`config.mk`:
```
export PLATFORM = sky130hd
export DESIGN_NAME = trr_router
export DESIGN_NICKNAME = d
export VERILOG_FILES = /design/src/pkg/trr_pkg.sv /design/src/trr_router.sv
export SDC_FILE = /design/constraint.sdc
export NUM_CORES = 1
export LEC_CHECK = 0
export BUFFER_PORTS_ARGS = -buffer_cell sky130_fd_sc_hd__buf_4
export CAP_MARGIN = 20
export CORE_ASPECT_RATIO = 1.2
export CORE_MARGIN = 3
export CORE_UTILIZATION = 30
export DETAILED_ROUTE_END_ITERATION = 12
export HOLD_SLACK_MARGIN = 0.05
export MAX_ROUTING_LAYER = met4
export PLACE_DENSITY = 0.6
export SYNTH_ARGS = -nofsm -noshare
export SYNTH_HDL_FRONTEND = slang
export SYNTH_SLANG_ARGS = --single-unit
```
`constraint.sdc`:
```
create_clock -name clk -period 3.75 [get_ports clk]
set_input_delay 0.9375 -clock clk [delete_from_list [all_inputs] [get_ports clk]]
set_output_delay 0.9375 -clock clk [all_outputs]
set_load 0.02 [all_outputs]
```
`src/pkg/trr_pkg.sv`:
```
package trr_pkg;

  // ****************************************
  // Register map
  // ****************************************
  localparam logic [7:0] CONV_TRIGGER_OPTIONS_OFS = 8'h00;
  localparam logic [7:0] TIMER_SOURCE_OPTIONS_OFS = 8'h04;
  localparam logic [7:0] SERIAL_SOURCE_OPTIONS_OFS = 8'h08;
  localparam logic [7:0] TIMER_TRIGGER_CONFIG_OFS = 8'h0c;
  localparam logic [7:0] ROUTE_ENABLE_OFS = 8'h10;
  localparam logic [7:0] SOURCE_STATUS_OFS = 8'h14;

  // ****************************************
  // Field positions
  // ****************************************
  localparam int CTO_PRETRIG_BIT = 0;
  localparam int CTO_ALT_EN_BIT = 7;
  localparam int CTO_SRC_LSB = 8;
  localparam int TSO_T1_CAP_BIT = 0;
  localparam int TSO_T2_CAP_BIT = 1;
  localparam int SSO_RX0_BIT = 0;
  localparam int SSO_RX1_BIT = 1;
  localparam int SSO_TX0_LSB = 2;
  localparam int SSO_TX1_LSB = 4;
  localparam int TTC_STRIDE = 8;
  localparam int TTC_GTB_BIT = 4;
  localparam int REN_CMP_TRIG_BIT = 0;
  localparam int REN_TOUCH_BIT = 1;
  localparam int REN_DAC_BIT = 2;
  localparam int REN_DMA0_BIT = 3;
  localparam int REN_DMA1_BIT = 4;

  // ****************************************
  // Event sources and selector codes
  // ****************************************
  localparam int NUM_TIMERS = 3;
  localparam int NUM_EV = 14;
  localparam int EV_EXT = 0;
  localparam int EV_CMP = 1;
  localparam int EV_PIT0 = 2;
  localparam int EV_PIT1 = 3;
  localparam int EV_TOF0 = 4;
  localparam int EV_TOF1 = 5;
  localparam int EV_TOF2 = 6;
  localparam int EV_RTC_ALARM = 7;
  localparam int EV_RTC_SEC = 8;
  localparam int EV_LPT = 9;
  localparam int EV_T1_CHANNEL0_FLAG = 10;
  localparam int EV_T1_CHANNEL1_FLAG = 11;
  localparam int EV_T1_CH0_OUT = 12;
  localparam int EV_T2_CH0_OUT = 13;
  localparam logic [3:0] NUM_SEL_CODES = 4'ha;
  localparam logic [1:0] TX_DIRECT = 2'h0;
  localparam logic [1:0] TX_MOD_T1 = 2'h1;
  localparam logic [1:0] TX_MOD_T2 = 2'h2;

  // ****************************************
  // Configuration carrier
  // ****************************************
  typedef struct packed {
    logic conv_alt_trigger_enable;
    logic [3:0] conv_trigger_source_select;
    logic conv_pretrigger_ab_select;
    logic timer1_ch0_capture_source;
    logic timer2_ch0_capture_source;
    logic serial0_receive_source;
    logic serial1_receive_source;
    logic [1:0] serial0_transmit_source;
    logic [1:0] serial1_transmit_source;
    logic [NUM_TIMERS-1:0][3:0] timer_trigger_select;
    logic [NUM_TIMERS-1:0] global_timebase_enable;
    logic comparator_trigger_mode;
    logic touch_hw_trigger_en;
    logic dac_hardware_trigger;
    logic dma0_trigger_en;
    logic dma1_trigger_en;
  } trr_cfg_t;

  localparam trr_cfg_t CFG_RESET = '0;

endpackage

```
`src/trr_router.sv`:
```
// Local design decisions: the APB interface to the registers and the register addresses.
`timescale 1ns/1ps
// How it works
// - Alt enable off: channel flags drive A/B.
// - 4-bit selector picks source; pretrigger picks A/B.
// - Comparator output offered as low-power timer input.
// - Comparator selectable as timer1/timer2 capture source.
// - Comparator selectable as serial receive input.
// - Timer1 timebase shared, gated by enable.
// - Low-power timer trigger starts touch scans.
// - Serial transmit modulated by timer channel 0.
// - Periodic flags 0/1 request DMA 0/1.
module trr_router (
  input wire logic clk,
  input wire logic sys_rst,
  input wire logic psel,
  input wire logic penable,
  input wire logic pwrite,
  input wire logic [7:0] paddr,
  input wire logic [31:0] pwdata,
  output logic [31:0] prdata,
  output logic pready,
  output logic pslverr,
  input wire logic external_trigger_pin,
  input wire logic comparator_output,
  input wire logic periodic_flag_0,
  input wire logic periodic_flag_1,
  input wire logic [2:0] counter_overflow_flag,
  input wire logic rtc_alarm,
  input wire logic rtc_seconds,
  input wire logic lowpower_timer_trigger,
  input wire logic timer1_channel0_flag,
  input wire logic timer1_channel1_flag,
  input wire logic timer1_ch0_output,
  input wire logic timer2_ch0_output,
  input wire logic timer1_timebase,
  input wire logic serial0_rx_pin,
  input wire logic serial1_rx_pin,
  input wire logic serial0_tx_data,
  input wire logic serial1_tx_data,
  output logic conv_trigger_a,
  output logic conv_trigger_b,
  output logic [2:0] timer_trigger,
  output logic [2:0] global_timebase,
  output logic timer1_ch0_capture_in,
  output logic timer2_ch0_capture_in,
  output logic lowpower_timer_alt_input0,
  output logic comparator_trigger,
  output logic touch_trigger,
  output logic dac_trigger,
  output logic dma_request_0,
  output logic dma_request_1,
  output logic serial0_rx_out,
  output logic serial1_rx_out,
  output logic serial0_tx_out,
  output logic serial1_tx_out
);

  // ****************************************
  // Configuration registers
  // ****************************************
  trr_pkg::trr_cfg_t cfg_r;
  trr_pkg::trr_cfg_t cfg_nxt;
  logic [31:0] prdata_r;
  logic [31:0] prdata_nxt;
  wire logic setup_ph = psel & ~penable;
  wire logic access_ph = psel & penable;
  wire logic hit_cto = paddr == trr_pkg::CONV_TRIGGER_OPTIONS_OFS;
  wire logic hit_tso = paddr == trr_pkg::TIMER_SOURCE_OPTIONS_OFS;
  wire logic hit_sso = paddr == trr_pkg::SERIAL_SOURCE_OPTIONS_OFS;
  wire logic hit_ttc = paddr == trr_pkg::TIMER_TRIGGER_CONFIG_OFS;
  wire logic hit_ren = paddr == trr_pkg::ROUTE_ENABLE_OFS;
  wire logic hit_sts = paddr == trr_pkg::SOURCE_STATUS_OFS;
  wire logic hit_any = hit_cto | hit_tso | hit_sso | hit_ttc | hit_ren | hit_sts;
  wire logic wr_en = access_ph & pwrite;
  // Zero wait states; read data was captured in the setup cycle
  assign pready = 1'b1;
  assign pslverr = access_ph & ~hit_any;
  assign prdata = prdata_r;

  // ****************************************
  // Source synchroniser and edge detect
  // ****************************************
  logic [trr_pkg::NUM_EV-1:0] ev_raw;
  logic [trr_pkg::NUM_EV-1:0] sync1_r;
  logic [trr_pkg::NUM_EV-1:0] sync2_r;
  logic [trr_pkg::NUM_EV-1:0] sync3_r;
  assign ev_raw[trr_pkg::EV_EXT] = external_trigger_pin;
  assign ev_raw[trr_pkg::EV_CMP] = comparator_output;
  assign ev_raw[trr_pkg::EV_PIT0] = periodic_flag_0;
  assign ev_raw[trr_pkg::EV_PIT1] = periodic_flag_1;
  assign ev_raw[trr_pkg::EV_TOF0] = counter_overflow_flag[0];
  assign ev_raw[trr_pkg::EV_TOF1] = counter_overflow_flag[1];
  assign ev_raw[trr_pkg::EV_TOF2] = counter_overflow_flag[2];
  assign ev_raw[trr_pkg::EV_RTC_ALARM] = rtc_alarm;
  assign ev_raw[trr_pkg::EV_RTC_SEC] = rtc_seconds;
  assign ev_raw[trr_pkg::EV_LPT] = lowpower_timer_trigger;
  assign ev_raw[trr_pkg::EV_T1_CHANNEL0_FLAG] = timer1_channel0_flag;
  assign ev_raw[trr_pkg::EV_T1_CHANNEL1_FLAG] = timer1_channel1_flag;
  assign ev_raw[trr_pkg::EV_T1_CH0_OUT] = timer1_ch0_output;
  assign ev_raw[trr_pkg::EV_T2_CH0_OUT] = timer2_ch0_output;

  // Levels come from the second stage; pulses are rising edges of it
  wire logic [trr_pkg::NUM_EV-1:0] lvl = sync2_r;
  wire logic [trr_pkg::NUM_EV-1:0] pulse = sync2_r & ~sync3_r;
  // Edges are found per source before any selection, so moving a
  // selector between two high sources cannot fake an edge.
  function automatic logic pick(input logic [3:0] sel, input logic [trr_pkg::NUM_EV-1:0] p);
    pick = (sel < trr_pkg::NUM_SEL_CODES) ? p[sel] : 1'b0;
  endfunction

  // ****************************************
  // Routing next values
  // ****************************************
  wire logic conv_sel_pulse = pick(cfg_r.conv_trigger_source_select, pulse);
  logic conv_a_nxt;
  logic conv_b_nxt;
  logic [2:0] ttrig_nxt;
  logic [2:0] gtb_nxt;
  // Alternate path off: fixed pair of timer1 channel flags
  always_comb begin
    if (!cfg_r.conv_alt_trigger_enable) begin
      conv_a_nxt = pulse[trr_pkg::EV_T1_CHANNEL0_FLAG];
      conv_b_nxt = pulse[trr_pkg::EV_T1_CHANNEL1_FLAG];
    end else begin
      conv_a_nxt = conv_sel_pulse & ~cfg_r.conv_pretrigger_ab_select;
      conv_b_nxt = conv_sel_pulse & cfg_r.conv_pretrigger_ab_select;
    end
  end
  // Per-timer trigger choice and shared timebase
  always_comb begin
    for (int i = 0; i < trr_pkg::NUM_TIMERS; i++) begin
      ttrig_nxt[i] = pick(cfg_r.timer_trigger_select[i], pulse);
      gtb_nxt[i] = cfg_r.global_timebase_enable[i] & timer1_timebase;
    end
  end

  // Transmit modulation by a timer channel output
  function automatic logic tx_mod(input logic [1:0] sel, input logic d, input logic m1, input logic m2);
    case (sel)
      trr_pkg::TX_MOD_T1: tx_mod = d & m1;
      trr_pkg::TX_MOD_T2: tx_mod = d & m2;
      default: tx_mod = d;
    endcase
  endfunction
  wire logic t1m = lvl[trr_pkg::EV_T1_CH0_OUT];
  wire logic t2m = lvl[trr_pkg::EV_T2_CH0_OUT];
  wire logic cmp_lvl = lvl[trr_pkg::EV_CMP];
  wire logic lpt_pulse = pulse[trr_pkg::EV_LPT];
  wire logic tx0_nxt = tx_mod(cfg_r.serial0_transmit_source, serial0_tx_data, t1m, t2m);
  wire logic tx1_nxt = tx_mod(cfg_r.serial1_transmit_source, serial1_tx_data, t1m, t2m);
  wire logic rx0_nxt = cfg_r.serial0_receive_source ? cmp_lvl : serial0_rx_pin;
  wire logic rx1_nxt = cfg_r.serial1_receive_source ? cmp_lvl : serial1_rx_pin;
  wire logic cap1_nxt = cfg_r.timer1_ch0_capture_source ? cmp_lvl : timer1_ch0_output;
  wire logic cap2_nxt = cfg_r.timer2_ch0_capture_source ? cmp_lvl : timer2_ch0_output;
  wire logic cmp_trig_nxt = cfg_r.comparator_trigger_mode & lpt_pulse;
  wire logic touch_nxt = cfg_r.touch_hw_trigger_en & lpt_pulse;
  wire logic dac_nxt = cfg_r.dac_hardware_trigger & pulse[trr_pkg::EV_PIT0];
  wire logic dma0_nxt = cfg_r.dma0_trigger_en & pulse[trr_pkg::EV_PIT0];
  wire logic dma1_nxt = cfg_r.dma1_trigger_en & pulse[trr_pkg::EV_PIT1];
  // ****************************************
  // Register write and read decode
  // ****************************************
  always_comb begin
    cfg_nxt = cfg_r;
    if (wr_en && hit_cto) begin
      cfg_nxt.conv_pretrigger_ab_select = pwdata[trr_pkg::CTO_PRETRIG_BIT];
      cfg_nxt.conv_alt_trigger_enable = pwdata[trr_pkg::CTO_ALT_EN_BIT];
      cfg_nxt.conv_trigger_source_select = pwdata[trr_pkg::CTO_SRC_LSB +: 4];
    end
    if (wr_en && hit_tso) begin
      cfg_nxt.timer1_ch0_capture_source = pwdata[trr_pkg::TSO_T1_CAP_BIT];
      cfg_nxt.timer2_ch0_capture_source = pwdata[trr_pkg::TSO_T2_CAP_BIT];
    end
    if (wr_en && hit_sso) begin
      cfg_nxt.serial0_receive_source = pwdata[trr_pkg::SSO_RX0_BIT];
      cfg_nxt.serial1_receive_source = pwdata[trr_pkg::SSO_RX1_BIT];
      cfg_nxt.serial0_transmit_source = pwdata[trr_pkg::SSO_TX0_LSB +: 2];
      cfg_nxt.serial1_transmit_source = pwdata[trr_pkg::SSO_TX1_LSB +: 2];
    end
    if (wr_en && hit_ttc) begin
      for (int i = 0; i < trr_pkg::NUM_TIMERS; i++) begin
        cfg_nxt.timer_trigger_select[i] = pwdata[i*trr_pkg::TTC_STRIDE +: 4];
        cfg_nxt.global_timebase_enable[i] = pwdata[i*trr_pkg::TTC_STRIDE + trr_pkg::TTC_GTB_BIT];
      end
    end
    if (wr_en && hit_ren) begin
      cfg_nxt.comparator_trigger_mode = pwdata[trr_pkg::REN_CMP_TRIG_BIT];
      cfg_nxt.touch_hw_trigger_en = pwdata[trr_pkg::REN_TOUCH_BIT];
      cfg_nxt.dac_hardware_trigger = pwdata[trr_pkg::REN_DAC_BIT];
      cfg_nxt.dma0_trigger_en = pwdata[trr_pkg::REN_DMA0_BIT];
      cfg_nxt.dma1_trigger_en = pwdata[trr_pkg::REN_DMA1_BIT];
    end
  end

  // Read word assembled in setup, held through access
  always_comb begin
    prdata_nxt = prdata_r;
    if (setup_ph) begin
      prdata_nxt = '0;
      if (hit_cto) begin
        prdata_nxt[trr_pkg::CTO_PRETRIG_BIT] = cfg_r.conv_pretrigger_ab_select;
        prdata_nxt[trr_pkg::CTO_ALT_EN_BIT] = cfg_r.conv_alt_trigger_enable;
        prdata_nxt[trr_pkg::CTO_SRC_LSB +: 4] = cfg_r.conv_trigger_source_select;
      end
      if (hit_tso) begin
        prdata_nxt[trr_pkg::TSO_T1_CAP_BIT] = cfg_r.timer1_ch0_capture_source;
        prdata_nxt[trr_pkg::TSO_T2_CAP_BIT] = cfg_r.timer2_ch0_capture_source;
      end
      if (hit_sso) begin
        prdata_nxt[trr_pkg::SSO_RX0_BIT] = cfg_r.serial0_receive_source;
        prdata_nxt[trr_pkg::SSO_RX1_BIT] = cfg_r.serial1_receive_source;
        prdata_nxt[trr_pkg::SSO_TX0_LSB +: 2] = cfg_r.serial0_transmit_source;
        prdata_nxt[trr_pkg::SSO_TX1_LSB +: 2] = cfg_r.serial1_transmit_source;
      end
      if (hit_ttc) begin
        for (int i = 0; i < trr_pkg::NUM_TIMERS; i++) begin
          prdata_nxt[i*trr_pkg::TTC_STRIDE +: 4] = cfg_r.timer_trigger_select[i];
          prdata_nxt[i*trr_pkg::TTC_STRIDE + trr_pkg::TTC_GTB_BIT] = cfg_r.global_timebase_enable[i];
        end
      end
      if (hit_ren) begin
        prdata_nxt[trr_pkg::REN_CMP_TRIG_BIT] = cfg_r.comparator_trigger_mode;
        prdata_nxt[trr_pkg::REN_TOUCH_BIT] = cfg_r.touch_hw_trigger_en;
        prdata_nxt[trr_pkg::REN_DAC_BIT] = cfg_r.dac_hardware_trigger;
        prdata_nxt[trr_pkg::REN_DMA0_BIT] = cfg_r.dma0_trigger_en;
        prdata_nxt[trr_pkg::REN_DMA1_BIT] = cfg_r.dma1_trigger_en;
      end
      if (hit_sts) begin
        prdata_nxt[trr_pkg::NUM_EV-1:0] = lvl;
      end
    end
  end

  // ****************************************
  // State
  // ****************************************
  always_ff @(posedge clk) begin
    if (sys_rst) begin
      cfg_r <= trr_pkg::CFG_RESET;
      prdata_r <= '0;
      sync1_r <= '0;
      sync2_r <= '0;
      sync3_r <= '0;
    end else begin
      cfg_r <= cfg_nxt;
      prdata_r <= prdata_nxt;
      sync1_r <= ev_raw;
      sync2_r <= sync1_r;
      sync3_r <= sync2_r;
    end
  end

  // Every routed output leaves from a flop; one cycle after the pulse
  always_ff @(posedge clk) begin
    if (sys_rst) begin
      conv_trigger_a <= 1'b0;
      conv_trigger_b <= 1'b0;
      timer_trigger <= '0;
      global_timebase <= '0;
      timer1_ch0_capture_in <= 1'b0;
      timer2_ch0_capture_in <= 1'b0;
      lowpower_timer_alt_input0 <= 1'b0;
      comparator_trigger <= 1'b0;
      touch_trigger <= 1'b0;
      dac_trigger <= 1'b0;
      dma_request_0 <= 1'b0;
      dma_request_1 <= 1'b0;
      serial0_rx_out <= 1'b1;
      serial1_rx_out <= 1'b1;
      serial0_tx_out <= 1'b1;
      serial1_tx_out <= 1'b1;
    end else begin
      conv_trigger_a <= conv_a_nxt;
      conv_trigger_b <= conv_b_nxt;
      timer_trigger <= ttrig_nxt;
      global_timebase <= gtb_nxt;
      timer1_ch0_capture_in <= cap1_nxt;
      timer2_ch0_capture_in <= cap2_nxt;
      lowpower_timer_alt_input0 <= cmp_lvl;
      comparator_trigger <= cmp_trig_nxt;
      touch_trigger <= touch_nxt;
      dac_trigger <= dac_nxt;
      dma_request_0 <= dma0_nxt;
      dma_request_1 <= dma1_nxt;
      serial0_rx_out <= rx0_nxt;
      serial1_rx_out <= rx1_nxt;
      serial0_tx_out <= tx0_nxt;
      serial1_tx_out <= tx1_nxt;
    end
  end

endmodule

```
==> out/metrics.csv, run 1 <==
metric,value,unit
status,"complete, no violations",
yosysTopAreaCell,dfxtp_1,
hp-class,flop to flop,
period_share,85.34,%
portBuffers,88,
gp_congestion,0.8111,
setup_viol,0,
cp-end-kind,output port,
cpMaxStageDelayCell,or4_4,
grt_max_degree,100,
worst_pin_slew,0.9262,ns
synth_most_common_cell,dfxtp_1,
r2r_end,conv_trigger_b,
yosysSeqAreaShare,47.18,%
core,15270,µm²
first_global_vias,3260,
critical_path.startpoint,paddr[1],
core.rowCount,49,
worstPathRequired,2.81,ns
synth-edff-count,0,
max_cap_violations,0,
async_reset_ff_share,0,%
numCtsBuffers,9,
synth-seq-cells,112,
antenna_found_initial,0,
clk_pin_slew,0.07,ns
skew,0.009170,ns
cp_common_cell,buf_4,
insertion_delay,0.36,ns
final_cells,750,
met3WireLength,732,µm
p_leak,2.228,nW
die_h,143.9,µm
start_kind,input port,
setup_tns,0,ns
fin_area,5791,µm²
area_delta_synth_final,21.85,%
viasPerCell,4.632,
cp_cell_sequence,buf_4 > or4_4 > nor2_1 > a21oi_1 > buf_4,
rsz0062_at_grt,false,
dr_wl_met2,5217,µm
met1_length,5355,µm
worst_r2r_path_depth,4,
synth.top_cell.area_share,47.18,%
fin_crit,3.200,ns
grt_usage,13.73,%
initial_utilization,31.13,%
place_hpwl,8428,µm
grt_overflow,0,
finalHoldViolCount,0,
cp-endpoint,pslverr,
synthCells,468,
syn_avg_cell_area,10.15,µm²
synthTopCellsByArea,"dfxtp_1 47%, mux2i_1 9.9%, nor2b_1 7.6%, mux4_2 4.3%, nand2b_1 3.7%",
whs,0.4347,ns
antenna_cells,0,
hold_depth,1,
clock_path_buffers,2,
slew-limit-headroom,38.25,%
cts_tree,built,
die_x,120.9,µm
cp_max_fo,7,
synth_warnings,0,
postRouteAntennaNets,0,
num_vias,3474,
dpl-instance-area,5479,µm²
synth_common_cells,"112 x dfxtp_1, 58 x nor2b_1, 47 x mux2i_1",
cts_root_buffer,clkbuf_16,
p_per_area,415.1,nW/µm²
postCtsSetupBuffers,0,
place_inst,735,
drc,0,
critPathArrivalTime,2.26,ns
drv_slew,0,
clock.fmax,0.3125,GHz
peakVddDrop,286.1,µV
cts.sinks,112,
critPathKind,input port to output port,
postCtsResizedCells,0,
drtPass1Iterations,5,
dieArea,17390,µm²
routed_wl,11530,µm
ios,118,
cts_hold_buf,0,
synthDistinctLibCells,45,
reg2reg_from,cfg_r[29],
grt_pass1_wl,17910,µm
fillCellCount,1534,
wire_per_inst,15.38,µm
drt-initial-drc-count,212,
fin_total_pwr,0.002403,W
drive_gt1_share,23.81,%
ctsHtreeMaxLevel,3,
netlist_area,4752,µm²
critPathMaxStageDelay,0.60,ns
fin_nets,608,
rrSetupSlack,2.00,ns
top_layer,met4,
synth_ff_type,dfxtp_1,
==> power by group <==
part | switching [W] | internal [W]
sequential | 0.0000124 | 0.00121
clock | 0.000429 | 0.000583
combinational | 0.0000914 | 0.0000764
total | 0.000533 | 0.00187
==> area by class of cell <==
cell class              instances  area [µm²]  area share (%)
clock buffers                  10       229.0           3.954
clock inverters                 5       82.58           1.426
inverters                       5       18.77          0.3241
multi-input cells             322        2272           39.24
flip-flops and latches        112        2242           38.72
well taps                     204       255.2           4.408
repair buffers                 92       690.7           11.93
==> cell families after synthesis <==
kind of cell / synth area share (%)
AOI/OAI and AO/OA: 7.346
adders and majority gates: 0.5265
buffers and inverters: 5.950
DFF: 47.18
muxes: 14.40
other: 0.1580
and+or+nand+nor: 24.43
==> critical path: cells and delay by family <==
family | cells | cell delay (ns)
AO/OA/AOI/OAI | 1 | 0.12
buffers and inverters | 2 | 0.28
AND/OR/NAND/NOR | 2 | 0.92
==> flip-flops by register name, indices dropped and copies added, names as in the netlist <==
signal / cells
touch_trigger: 1
timer2_ch0_capture_in: 1
global_timebase: 3
serial1_tx_out: 1
dma_request_1: 1
sync3_r: 12
prdata: 19
serial1_rx_out: 1
serial0_rx_out: 1
conv_trigger_a: 1
sync1_r: 14
serial0_tx_out: 1
lvl: 14
dac_trigger: 1
dma_request_0: 1
comparator_trigger: 1
cfg_r: 34
timer_trigger: 3
timer1_ch0_capture_in: 1
conv_trigger_b: 1
==> per-layer routing <==
metal	vias up	global-route usage (%)
met5	-	-
met4	0	5.967
met3	13	2.638
met2	127	21.17
met1	1608	17.57
li1	1726	-
==> worst min path at each step <==
stage,startpoint,to,slack [ns]
after floorplan,sync1_r[0],lvl[0],0.41
after global placement,sync1_r[1],lvl[1],0.42
after detailed placement,sync1_r[13],lvl[13],0.43
after CTS,sync1_r[0],lvl[0],0.44
after global routing,sync1_r[6],lvl[6],0.46
final,sync1_r[4],lvl[4],0.43
==> metrics by stage <==
| step | utilization, % | setup WS, ns |
|---|---|---|
| 2_1_floorplan | - | 0.7883 |
| 3_3_place_gp | 35.89 | 0.5884 |
| 3_5_place_dp | 35.89 | 0.5483 |
| 4_1_cts | 37.93 | 0.5463 |
| 5_1_grt | 37.93 | 0.4817 |
| 6_report | 37.93 | 0.5499 |
==> placed cells by master (no fill, tap or decap), types with 5 or more instances in the layout <==
| cell type | n |
|---|---|
| nor2b_1 | 58 |
| nand2_1 | 18 |
| mux2i_1 | 47 |
| conb_1 | 14 |
| o21ai_0 | 9 |
| mux4_2 | 9 |
| nand2b_1 | 28 |
| clkbuf_16 | 9 |
| and2_1 | 5 |
| nand3b_1 | 5 |
| a22oi_1 | 9 |
| a21oi_1 | 19 |
| inv_1 | 5 |
| nor2_1 | 37 |
| nand3_1 | 6 |
| and3b_1 | 7 |
| buf_4 | 92 |
| or3b_2 | 11 |
| dfxtp_1 | 112 |
Power figures use the tool's default switching activity.
==> run 2, diff against run 1 <==
--- a/config.mk
+++ b/config.mk
@@ -8,7 +8,6 @@
 export BUFFER_PORTS_ARGS = -buffer_cell sky130_fd_sc_hd__buf_4
 export CAP_MARGIN = 20
 export CORE_ASPECT_RATIO = 1.2
-export CORE_MARGIN = 3
 export CORE_UTILIZATION = 30
 export DETAILED_ROUTE_END_ITERATION = 12
 export HOLD_SLACK_MARGIN = 0.05
==> constraint.sdc (replaced) <==
create_clock -name clk -period 3.05 [get_ports clk]
set_input_delay 0.7625 -clock clk [delete_from_list [all_inputs] [get_ports clk]]
set_output_delay 0.7625 -clock clk [all_outputs]
set_load 0.02 [all_outputs]
==> run 2 against run 1 <==
Effect of this change: first-iteration DRC count fell by 28%; flip-flop and latch count unchanged; combinational power grew 24%; global-route usage rose by 0.68 points; die area fell by 6.0%; critical path type unchanged; largest power group unchanged; sequential power rose by 23%; hold slack gained 0.0032 ns.
==> out/metrics.csv, run 2 (synthesized netlist as in run 1, its figures left out) <==
metric,value,unit,change
setup_viol,0,,unchanged
reg2reg_from,cfg_r[29],,unchanged
wire_per_inst,14.68,µm,was 15.38 µm
place_inst,743,,was 735
critical_path.startpoint,paddr[1],,unchanged
p_leak,2.244,nW,was 2.228 nW
fillCellCount,1607,,was 1534
clock_path_buffers,2,,unchanged
dieArea,16350,µm²,was 17390 µm²
critPathKind,input port to output port,,unchanged
grt_usage,14.40,%,was 13.73%
initial_utilization,30.63,%,was 31.13%
p_per_area,506.1,nW/µm²,was 415.1 nW/µm²
finalHoldViolCount,0,,unchanged
dpl-instance-area,5514,µm²,was 5479 µm²
grt_max_degree,99,,was 100
fin_total_pwr,0.002948,W,was 0.002403 W
ctsHtreeMaxLevel,3,,unchanged
hp-class,flop to flop,,unchanged
final_cells,757,,was 750
fin_area,5824,µm²,was 5791 µm²
core.rowCount,50,,was 49
cts.sinks,112,,unchanged
period_share,87.33,%,
worst_slack,0.3863,ns,was 0.5499 ns
worst-path-buf-inv,2,,unchanged
grt_overflow,0,,unchanged
layout_common_cells,"112 x dfxtp_1, 96 x buf_4, 58 x nor2b_1, 47 x mux2i_1, 37 x nor2_1",,"was 112 x dfxtp_1, 92 x buf_4, 58 x nor2b_1, 47 x mux2i_1, 37 x nor2_1"
critPathArrivalTime,1.90,ns,was 2.26 ns
worst_pin_slew,0.9444,ns,was 0.9262 ns
fin_crit,2.664,ns,
final_common_cell,dfxtp_1,,unchanged
antenna_found_initial,0,,unchanged
clk_pin_slew,0.07,ns,about the same
cp_cell_sequence,buf_4 > or4_4 > nor2_1 > a21oi_1 > buf_4,,unchanged
rrSetupSlack,1.33,ns,was 2.00 ns
drv_slew,0,,unchanged
antenna_cells,0,,unchanged
hp-start,sync1_r[3],,was sync1_r[4]
worst_r2r_path_depth,4,,unchanged
setup_tns,0,ns,unchanged
max_cap_violations,0,,unchanged
cp_common_cell,buf_4,,unchanged
grt_pass1_wl,17130,µm,was 17910 µm
largest_reg_flops,34,,unchanged
skew,0.01019,ns,was 0.009170 ns
slew-limit-headroom,37.04,%,was 38.25%
cts_hold_buf,0,,unchanged
drtPass1Iterations,4,,was 5
cp-end-kind,output port,,unchanged
cts_root_buffer,clkbuf_16,,unchanged
crit_family,simple AND/OR/NAND/NOR gates,,unchanged
routed_wl,11110,µm,was 11530 µm
seq_area,2242,µm²,unchanged
drc,0,,unchanged
cp-endpoint,pslverr,,unchanged
dp_slack,0.4068,ns,was 0.5483 ns
die_h,139.9,µm,was 143.9 µm
die_x,116.9,µm,was 120.9 µm
area_delta_synth_final,22.56,%,was 21.85%
core,15510,µm²,was 15270 µm²
regMostFlops,cfg_r,,unchanged
first_global_vias,3266,,was 3260
start_kind,input port,,unchanged
status,"complete, no violations",,unchanged
portBuffers,88,,unchanged
drt-initial-drc-count,153,,was 212
rsz0062_at_grt,false,,unchanged
peakVddDrop,251.8,µV,was 286.1 µV
postCtsSetupBuffers,0,,unchanged
worstPathRequired,2.29,ns,was 2.81 ns
clock.fmax,0.3754,GHz,
multi_input_area,2272,µm²,unchanged
postRouteAntennaNets,0,,unchanged
numCtsBuffers,9,,unchanged
fin_nets,612,,was 608
ios,118,,unchanged
cpMaxStageDelayCell,or4_4,,unchanged
postCtsResizedCells,0,,unchanged
num_vias,3453,,was 3474
insertion_delay,0.35,ns,was 0.36 ns
gp_congestion,0.8456,,was 0.8111
cts_tree,built,,unchanged
r2r_end,conv_trigger_b,,unchanged
cp_max_fo,7,,unchanged
critPathMaxStageDelay,0.61,ns,was 0.60 ns
place_hpwl,8128,µm,was 8428 µm
cp.depth,5,,unchanged
drive_gt1_share,24.23,%,was 23.81%
viasPerCell,4.561,,was 4.632
## run 2: cell types whose count changed in the layout (fill, tap and decap cells not counted)
cell and delta:
buf_4 +4, clkbuf_8 +1, clkinv_4 -2, clkinv_2 -1, clkinvlp_4 +1
## run 2: cell type report
class | count | area share [%]
Clock buffer | 11 | 4.168
Multi-Input combinational cell | 322 | 39.01
Inverter | 5 | 0.3222
Timing Repair Buffer | 96 | 12.37
Sequential cell | 112 | 38.50
Clock inverter | 3 | 1.160
Tap cell | 208 | 4.468
## run 2: through the flow
stage | hold WS, ns | util [%]
finish | 0.4380 | 37.54
floorplan | 0.4138 | -
global route | 0.4608 | 37.54
detailed placement | 0.4266 | 35.54
CTS | 0.4445 | 37.54
global placement | 0.4207 | 35.54
## run 2: worst reg2reg max path, stage by stage, from the launching register on
cell	delay, ns
dfxtp_1	0.37
or3b_2	0.48
a2111oi_0	0.41
a31oi_1	0.12
a211oi_1	0.25
## run 2: report_power, final
| part | internal, W | total, W | leakage (nW) | switching [W] |
|---|---|---|---|---|
| Sequential | 0.00149 | 0.00150 | 0.911 | 0.0000145 |
| Combinational | 0.0000950 | 0.000209 | 1.19 | 0.000114 |
| Clock | 0.000734 | 0.00124 | 0.148 | 0.000502 |
## run 2: worst min-delay path by stage
stage	endpoint	slack, ns	cells past startpoint
after floorplan	lvl[0]	0.41	1
after global placement	lvl[1]	0.42	1
after detailed placement	lvl[7]	0.43	1
after CTS	lvl[3]	0.44	1
after global routing	lvl[2]	0.46	1
final	lvl[3]	0.44	1
## run 2: per-layer routing
| metal | track usage [%] | vias up | part of all wire [%] |
|---|---|---|---|
| li1 | - | 1726 | - |
| met1 | 18.81 | 1601 | 49 |
| met5 | - | - | 0 |
| met4 | 6.196 | 0 | 2.1 |
| met3 | 2.787 | 19 | 5.1 |
| met2 | 21.49 | 107 | 44 |
